--- src/common/dtc_pkg.sv ---
// Package for the dual timer/counter block
package dtc_pkg;
  // ********************
  // Register addresses
  // ********************
  localparam logic [7:0] ADDR_CTRL = 8'h88;
  localparam logic [7:0] ADDR_MODE = 8'h89;
  localparam logic [7:0] ADDR_LO0 = 8'h8A;
  localparam logic [7:0] ADDR_LO1 = 8'h8B;
  localparam logic [7:0] ADDR_HI0 = 8'h8C;
  localparam logic [7:0] ADDR_HI1 = 8'h8D;
  localparam logic [7:0] ADDR_DIV = 8'h8E;
  // ********************
  // Reset values
  // ********************
  localparam logic [7:0] CTRL_RST = 8'h00;
  localparam logic [7:0] MODE_RST = 8'h00;
  localparam logic [7:0] DIV_RST = 8'h00;
  localparam logic [7:0] CNT_RST = 8'h00;
  // ********************
  // Field positions
  // ********************
  localparam int CTRL_OVF1 = 7;
  localparam int CTRL_RUN1 = 6;
  localparam int CTRL_OVF0 = 5;
  localparam int CTRL_RUN0 = 4;
  localparam int NIB_GATE = 3;
  localparam int NIB_SRC = 2;
  localparam int NIB_MHI = 1;
  localparam int NIB_MLO = 0;
  localparam int MODE_NIB1 = 4;
  localparam int MODE_NIB0 = 0;
  localparam int DIV_SEL1 = 4;
  localparam int DIV_SEL0 = 3;
  // ********************
  // Tick dividers
  // ********************
  localparam int DIV_SLOW = 12;
  localparam int DIV_FAST = 4;
  // ********************
  // Modes and carriers
  // ********************
  typedef enum logic [1:0] {
    MODE_13 = 2'b00,
    MODE_16 = 2'b01,
    MODE_RELOAD = 2'b10,
    MODE_SPLIT = 2'b11
  } dtc_mode_t;
  typedef struct packed {
    logic [7:0] addr;
    logic [7:0] wdata;
    logic wr;
    logic rd;
  } dtc_sfr_req_t;
  typedef struct packed {
    logic [7:0] hi;
    logic [7:0] lo;
  } dtc_cnt_t;
  typedef struct packed {
    logic ovf;
    dtc_cnt_t cnt;
  } dtc_step_t;
endpackage

--- src/core/dtc_timer.sv ---
// Dual timer/counter with mode, control and divider registers
`timescale 1ns/1ps
`default_nettype none
module dtc_timer (
  input wire logic mclk_i,
  input wire logic nrst_i,
  input wire dtc_pkg::dtc_sfr_req_t sfr_req_i,
  input wire logic gate_pin_zero_i,
  input wire logic gate_pin_one_i,
  input wire logic count_pin_zero_i,
  input wire logic count_pin_one_i,
  output logic [7:0] sfr_rdata_o,
  output logic overflow_flag_zero_o,
  output logic overflow_flag_one_o
);
  // ********************
  // Registers
  // ********************
  logic [7:0] ctrl_q;
  logic [7:0] mode_q;
  logic [7:0] div_q;
  logic [7:0] rdata_q;
  logic [3:0] presc_q;
  logic [1:0] pin_s1_q;
  logic [1:0] pin_s2_q;
  logic [1:0] pin_s3_q;
  dtc_pkg::dtc_cnt_t c0_q;
  dtc_pkg::dtc_cnt_t c1_q;
  dtc_pkg::dtc_cnt_t c0_d;
  dtc_pkg::dtc_cnt_t c1_d;
  dtc_pkg::dtc_step_t r0;
  dtc_pkg::dtc_step_t r1;
  logic [3:0] nib0;
  logic [3:0] nib1;
  logic [1:0] m0;
  logic [1:0] m1;
  logic [1:0] fall;
  logic tick_fast;
  logic tick_slow;
  logic tick_sel0;
  logic tick_sel1;
  logic src0;
  logic src1;
  logic run0;
  logic run1;
  logic split;
  logic inc_lo0;
  logic inc_hi0;
  logic inc1;
  logic set_ovf0;
  logic set_ovf1;
  logic wr_any;

  // ********************
  // Step function
  // ********************
  function automatic dtc_pkg::dtc_step_t step_f(input logic [1:0] m,
    input dtc_pkg::dtc_cnt_t c);
    dtc_pkg::dtc_step_t r;
    r.cnt = c;
    r.ovf = 1'b0;
    unique case (m)
      dtc_pkg::MODE_13:
      begin
        if (c.lo[4:0] == 5'h1F)
        begin
          r.cnt.lo[4:0] = 5'h00;
          r.cnt.hi = c.hi + 8'h01;
          r.ovf = (c.hi == 8'hFF);
        end
        else
        begin
          r.cnt.lo[4:0] = c.lo[4:0] + 5'h01;
        end
      end
      dtc_pkg::MODE_16:
      begin
        r.cnt = c + 16'h0001;
        r.ovf = (c == 16'hFFFF);
      end
      dtc_pkg::MODE_RELOAD:
      begin
        r.cnt.lo = (c.lo == 8'hFF) ? c.hi : c.lo + 8'h01;
        r.ovf = (c.lo == 8'hFF);
      end
      dtc_pkg::MODE_SPLIT:
      begin
        r.cnt.lo = c.lo + 8'h01;
        r.ovf = (c.lo == 8'hFF);
      end
    endcase
    return r;
  endfunction

  // ********************
  // Ticks and pins
  // ********************
  assign nib0 = mode_q[dtc_pkg::MODE_NIB0 +: 4];
  assign nib1 = mode_q[dtc_pkg::MODE_NIB1 +: 4];
  assign m0 = nib0[dtc_pkg::NIB_MHI:dtc_pkg::NIB_MLO];
  assign m1 = nib1[dtc_pkg::NIB_MHI:dtc_pkg::NIB_MLO];
  assign run0 = ctrl_q[dtc_pkg::CTRL_RUN0];
  assign run1 = ctrl_q[dtc_pkg::CTRL_RUN1];
  assign split = (m0 == dtc_pkg::MODE_SPLIT);
  assign tick_fast = (presc_q[1:0] == 2'h3);
  assign tick_slow = (presc_q == 4'(dtc_pkg::DIV_SLOW - 1));
  assign tick_sel0 = div_q[dtc_pkg::DIV_SEL0] ? tick_fast : tick_slow;
  assign tick_sel1 = div_q[dtc_pkg::DIV_SEL1] ? tick_fast : tick_slow;
  assign fall = pin_s3_q & ~pin_s2_q;
  assign src0 = nib0[dtc_pkg::NIB_SRC] ? fall[0] : tick_sel0;
  assign src1 = nib1[dtc_pkg::NIB_SRC] ? fall[1] : tick_sel1;
  assign inc_lo0 = run0 && src0 &&
    (!nib0[dtc_pkg::NIB_GATE] || gate_pin_zero_i);
  assign inc_hi0 = split && run1 && tick_sel0;
  assign inc1 = (m1 != dtc_pkg::MODE_SPLIT) && src1 && (split ||
    (run1 && (!nib1[dtc_pkg::NIB_GATE] || gate_pin_one_i)));
  assign wr_any = sfr_req_i.wr;

  always_ff @(posedge mclk_i)
  begin
    if (!nrst_i)
      presc_q <= 4'h0;
    else if (presc_q == 4'(dtc_pkg::DIV_SLOW - 1))
      presc_q <= 4'h0;
    else
      presc_q <= presc_q + 4'h1;
  end

  always_ff @(posedge mclk_i)
  begin
    if (!nrst_i)
    begin
      pin_s1_q <= 2'h0;
      pin_s2_q <= 2'h0;
      pin_s3_q <= 2'h0;
    end
    else
    begin
      pin_s1_q <= {count_pin_one_i, count_pin_zero_i};
      pin_s2_q <= pin_s1_q;
      pin_s3_q <= pin_s2_q;
    end
  end

  // ********************
  // Counter next state
  // ********************
  always_comb
  begin
    r0 = step_f(m0, c0_q);
    r1 = step_f(m1, c1_q);
    c0_d = c0_q;
    c1_d = c1_q;
    set_ovf0 = 1'b0;
    set_ovf1 = 1'b0;
    if (inc_lo0)
    begin
      c0_d = r0.cnt;
      set_ovf0 = r0.ovf;
    end
    if (inc_hi0)
    begin
      c0_d.hi = c0_q.hi + 8'h01;
      set_ovf1 = (c0_q.hi == 8'hFF);
    end
    if (inc1)
    begin
      c1_d = r1.cnt;
      set_ovf1 = set_ovf1 || (r1.ovf && !split);
    end
    if (wr_any && sfr_req_i.addr == dtc_pkg::ADDR_LO0)
      c0_d.lo = sfr_req_i.wdata;
    if (wr_any && sfr_req_i.addr == dtc_pkg::ADDR_HI0)
      c0_d.hi = sfr_req_i.wdata;
    if (wr_any && sfr_req_i.addr == dtc_pkg::ADDR_LO1)
      c1_d.lo = sfr_req_i.wdata;
    if (wr_any && sfr_req_i.addr == dtc_pkg::ADDR_HI1)
      c1_d.hi = sfr_req_i.wdata;
  end

  always_ff @(posedge mclk_i)
  begin
    if (!nrst_i)
    begin
      c0_q <= {dtc_pkg::CNT_RST, dtc_pkg::CNT_RST};
      c1_q <= {dtc_pkg::CNT_RST, dtc_pkg::CNT_RST};
    end
    else
    begin
      c0_q <= c0_d;
      c1_q <= c1_d;
    end
  end

  // ********************
  // Control registers
  // ********************
  always_ff @(posedge mclk_i)
  begin
    if (!nrst_i)
      ctrl_q <= dtc_pkg::CTRL_RST;
    else
    begin
      if (wr_any && sfr_req_i.addr == dtc_pkg::ADDR_CTRL)
        ctrl_q[7:4] <= sfr_req_i.wdata[7:4];
      if (set_ovf0)
        ctrl_q[dtc_pkg::CTRL_OVF0] <= 1'b1;
      if (set_ovf1)
        ctrl_q[dtc_pkg::CTRL_OVF1] <= 1'b1;
    end
  end

  always_ff @(posedge mclk_i)
  begin
    if (!nrst_i)
      mode_q <= dtc_pkg::MODE_RST;
    else if (wr_any && sfr_req_i.addr == dtc_pkg::ADDR_MODE)
      mode_q <= sfr_req_i.wdata;
  end

  always_ff @(posedge mclk_i)
  begin
    if (!nrst_i)
      div_q <= dtc_pkg::DIV_RST;
    else if (wr_any && sfr_req_i.addr == dtc_pkg::ADDR_DIV)
    begin
      div_q[dtc_pkg::DIV_SEL1] <= sfr_req_i.wdata[dtc_pkg::DIV_SEL1];
      div_q[dtc_pkg::DIV_SEL0] <= sfr_req_i.wdata[dtc_pkg::DIV_SEL0];
    end
  end

  // ********************
  // Read path
  // ********************
  always_ff @(posedge mclk_i)
  begin
    if (!nrst_i)
      rdata_q <= 8'h00;
    else if (sfr_req_i.rd)
    begin
      unique case (sfr_req_i.addr)
        dtc_pkg::ADDR_CTRL: rdata_q <= ctrl_q;
        dtc_pkg::ADDR_MODE: rdata_q <= mode_q;
        dtc_pkg::ADDR_LO0: rdata_q <= c0_q.lo;
        dtc_pkg::ADDR_LO1: rdata_q <= c1_q.lo;
        dtc_pkg::ADDR_HI0: rdata_q <= c0_q.hi;
        dtc_pkg::ADDR_HI1: rdata_q <= c1_q.hi;
        dtc_pkg::ADDR_DIV: rdata_q <= div_q;
        default: rdata_q <= 8'h00;
      endcase
    end
  end

  assign sfr_rdata_o = rdata_q;
  assign overflow_flag_zero_o = ctrl_q[dtc_pkg::CTRL_OVF0];
  assign overflow_flag_one_o = ctrl_q[dtc_pkg::CTRL_OVF1];
endmodule
`default_nettype wire

--- config.mk ---
export PLATFORM = sky130hd
export DESIGN_NAME = dtc_timer
export DESIGN_NICKNAME = d
export VERILOG_FILES = /design/src/common/dtc_pkg.sv /design/src/core/dtc_timer.sv
export SDC_FILE = /design/constraint.sdc
export NUM_CORES = 1
export LEC_CHECK = 0
export BUFFER_PORTS_ARGS = -buffer_cell sky130_fd_sc_hd__buf_2
export CORE_MARGIN = 2
export CORE_UTILIZATION = 45
export DETAILED_ROUTE_END_ITERATION = 10
export GPL_TIMING_DRIVEN = 0
export RECOVER_POWER = 50
export SLEW_MARGIN = 20
export SYNTH_ARGS = -nofsm -noshare
export SYNTH_HDL_FRONTEND = slang
export SYNTH_SLANG_ARGS = --single-unit
--- constraint.sdc ---
create_clock -name mclk_i -period 2.8 [get_ports mclk_i]
set_input_delay 0.56 -clock mclk_i [delete_from_list [all_inputs] [get_ports mclk_i]]
set_output_delay 0.56 -clock mclk_i [all_outputs]
set_load 0.02 [all_outputs]
==> metrics.md <==
| Metric | Value |
|---|---|
| Status | `completed` |
| Number of synthesized flops with an enable pin | `0` |
| Most common flop cell mapped by yosys | `dfxtp_1` |
| Chip width | `around 99 um` |
| Synthesized Nets | `between 500 and 600` |
| Initial Utilization | `46.8%` |
| HPWL Detailed | `a little over 10000 um` |
| Antenna-violating nets left | `0` |
| Post-synthesis sequential area ratio | `between 30% and 40%` |
| Finished layout cell area | `4590 sq um` |
| N_diodes | `0` |
| Slew Viols, Final | `0` |
| Layout cells sized above 1 | `about a tenth` |
| Synth area leaders | `dfxtp_1, mux2i_1, o21ai_0, nand2_1, nor2_1` |
| Routed len/inst | `roughly 20 um` |
| Post-detailed-route DRC marker count | `0` |
| Synth Area per Inst | `8.03 sq um` |
| Crit path DAT | `~3.0 ns` |
| Setup TNS | `0 ns` |
| CTS root buf | `clkbuf_8` |
| Drt pass-1 iters | `5` |
| Final Wtd Congestion | `~0.96` |
| Vias in the first global route | `just under 4000` |
| Worst setup path startpoint | `c0_q[0]` |
| Beginning of the worst hold path | `count_pin_one_i` |
| Routed wire length | `13700 um` |
| Peak Freq | `around 370 MHz` |
| Nets | `590` |
| Skew final | `approximately 0.011 ns` |
| Filler cell count in the final layout | `875` |
| Asr flop ratio synth | `0%` |
| Crit path kind | `flip-flop to flip-flop` |
| CORE AREA | `between 8000 and 9000 sq um` |
| CTS Buf Count | `9` |
| Area delta synth->final | `11.8%` |
| Worst-path clk slew | `approximately 0.09 ns` |
| First-pass GRT wire length | `between 20000 and 25000 um` |
| CP max stage cell | `dfxtp_1` |
| Reg2reg start | `c0_q[0]` |
| Height of the die | `~99 um` |
| CP max FO | `7` |
| # IOs | `34` |
| Gate count after technology mapping | `between 500 and 600` |
| Mapped Area | `4100 sq um` |
| Headroom to the max-slew limit | `40.6%` |
| Period utilisation layout | `95.5%` |
| Top-area cell type share of the netlist area | `a little under a third` |
| Max-cap viol count | `0` |
| #FFs+latches synth | `64` |
| RSZ-0062 raised after global routing | `no` |
| Die area | `between 9000 and 10000 sq um` |
| Worst-case vdd ir drop | `about 0.00033 V` |
| CP required | `about 3.1 ns` |
| Clk_lat worst skew | `between 0.3 and 0.4 ns` |
| Worst slew pin tran | `0.883 ns` |
| CP endpoint kind | `flip-flop` |
| YS warnings | `0` |
| Startpoint type of the worst setup path | `flip-flop` |
| Pwr Density | `between 300 and 400 nW/um^2` |
| Multi-input logic area | `roughly 2600 sq um` |
| Antenna violations before repair | `0` |
| Yosys top cell by area | `dfxtp_1` |
| Global route overflow | `0` |
| Hold_buf cts | `0` |
| Cell Count, Final, Fillers Out | `668` |
| Period minus WS final | `approximately 2.7 ns` |
| Cells after DPL | `650` |
| Final setup violation count | `0` |
| Port Buffers | `31` |
| Pleak | `about 1.5 nW` |
| Detailed Route Iter0 Violations | `~400` |
| Vias per cell | `roughly 6.3` |
| H-tree depth | `3` |
| Hold slack | `~0.40 ns` |
| Largest net degree at the start of global routing | `14` |
| Final core utilization | `52.4%` |
| Clock Path Buffers | `2` |
| Vias | `about 4200` |
| Critical path cell sequence | `ha_1, nand3_1, inv_1, ha_2, mux2i_1, o41ai_4, buf_4, nand3_2, or4_1, o211ai_1` |
| Final hold viol count | `0` |
| Placed cell area | `about 4400 sq um` |
| Min-Delay Path Class | `primary input to flip-flop` |
| Tot GR Track Use | `28.3%` |
| Largest stage delay, worst path | `about 0.45 ns` |
| Distinct cells, synth | `67` |
| # clock sinks | `64` |
| Reg area | `1280 sq um` |
| CTS tree | `yes` |
| Row count | `34` |
## report_power, final
group,switching (W),internal [W]
sequential,0.00000547,0.000917
combinational,0.0000790,0.0000340
clock,0.000428,0.000356
total,0.000513,0.00131
## repair_timing
item,4_1_cts,5_1_grt
endpoints found under the hold margin,0,0
buffers inserted,0,3
resized for setup,0,2
setup endpoints to repair,0,12
## sequential cells by signal, summed over array words and instances (netlist names), 4 cells and up
register / cells
c0_q: 16
c1_q: 16
ctrl_q: 4
mode_q: 8
presc_q: 4
sfr_rdata_o: 8
## worst max-delay path: cells and delay by family (launching register included)
family	cells	cell delay [ns]
mux	1	0.15
compound gates	2	0.46
buf+inv	2	0.35
simple gates	3	0.62
fa+ha+maj	2	0.55
flops	1	0.45
## cell usage in the layout, fill, tap and decap left out, types with 4 or more instances in the layout
master	synthesis	layout
a211oi_1	8	8
a21oi_1	26	26
a221oi_1	8	8
a31oi_1	12	12
and2_0	0	4
and2_1	10	6
and3_1	8	8
buf_2	2	22
clkbuf_1	28	39
clkbuf_8	0	10
dfxtp_1	64	64
ha_1	11	10
inv_1	13	13
mux2i_1	27	27
nand2_1	54	54
nand2b_1	7	7
nand3_1	18	18
nand3b_1	5	5
nand4_1	10	10
nor2_1	40	40
nor2b_1	6	6
nor3_1	6	7
o211ai_1	5	5
o21a_1	6	6
o21ai_0	48	48
o22ai_1	6	6
o2bb2ai_1	5	5
o32ai_1	7	7
xnor2_1	6	6
xor2_1	8	8
## per-layer routing
metal	up-vias	track usage (%)	wire (um)
met5	-	0	0
met4	0	11.3	493
met3	37	6.82	1180
met2	204	40.2	5640
met1	1948	41.2	6360
li1	1993	-	-
## cell type report
type | instances | area share (%)
multi-input cells | 402 | 57.5
well taps | 108 | 2.95
flip-flops and latches | 64 | 27.9
plain buffers | 31 | 2.59
clock buffers | 10 | 3.00
inverters | 13 | 1.06
clock inverters | 6 | 1.09
repair buffers | 34 | 3.85
## cell families (layout without fill, tap and decap cells)
group | Yosys count | in the layout | share of synthesized area, %
AO/OA/AOI/OAI | 160 | 160 | 26.2
multiplexers | 31 | 31 | 7.96
XOR/XNOR | 14 | 14 | 2.99
flip-flops | 64 | 64 | 31.2
adder cells (fa/ha/maj) | 11 | 11 | 3.35
AND/OR/NAND/NOR | 186 | 186 | 24.1
buffers and inverters | 45 | 94 | 4.18
## per-stage QoR
| stage | total power (W) | worst slack [ns] |
|---|---|---|
| 3_5_place_dp | 0.00106 | 0.0513 |
| 4_1_cts | 0.00183 | 0.00486 |
| 6_report | 0.00182 | 0.125 |
| 5_1_grt | 0.00188 | 0.0124 |
| 2_1_floorplan | 0.000997 | 0.548 |
| 3_3_place_gp | 0.00106 | 0.0504 |
## path summary, 6_finish.rpt
| check | end | slack, ns | cells after the start |
|---|---|---|---|
| min | pin_s1_q[1] | 0.40 | 2 |
| min reg2reg | pin_s2_q[0] | 0.44 | 1 |
| max reg2reg | c0_q[10] | 0.13 | 10 |
| max | c0_q[10] | 0.13 | 10 |
## cells in the mapped netlist (7+ instances only)
cell / count
nand3_1: 18
a211oi_1: 8
o21ai_0: 48
clkbuf_1: 28
a21oi_1: 26
o32ai_1: 7
inv_1: 13
xor2_1: 8
nand2b_1: 7
ha_1: 11
nand2_1: 54
a31oi_1: 12
a221oi_1: 8
nand4_1: 10
mux2i_1: 27
dfxtp_1: 64
and2_1: 10
nor2_1: 40
and3_1: 8
Power figures use the tool's default switching activity.
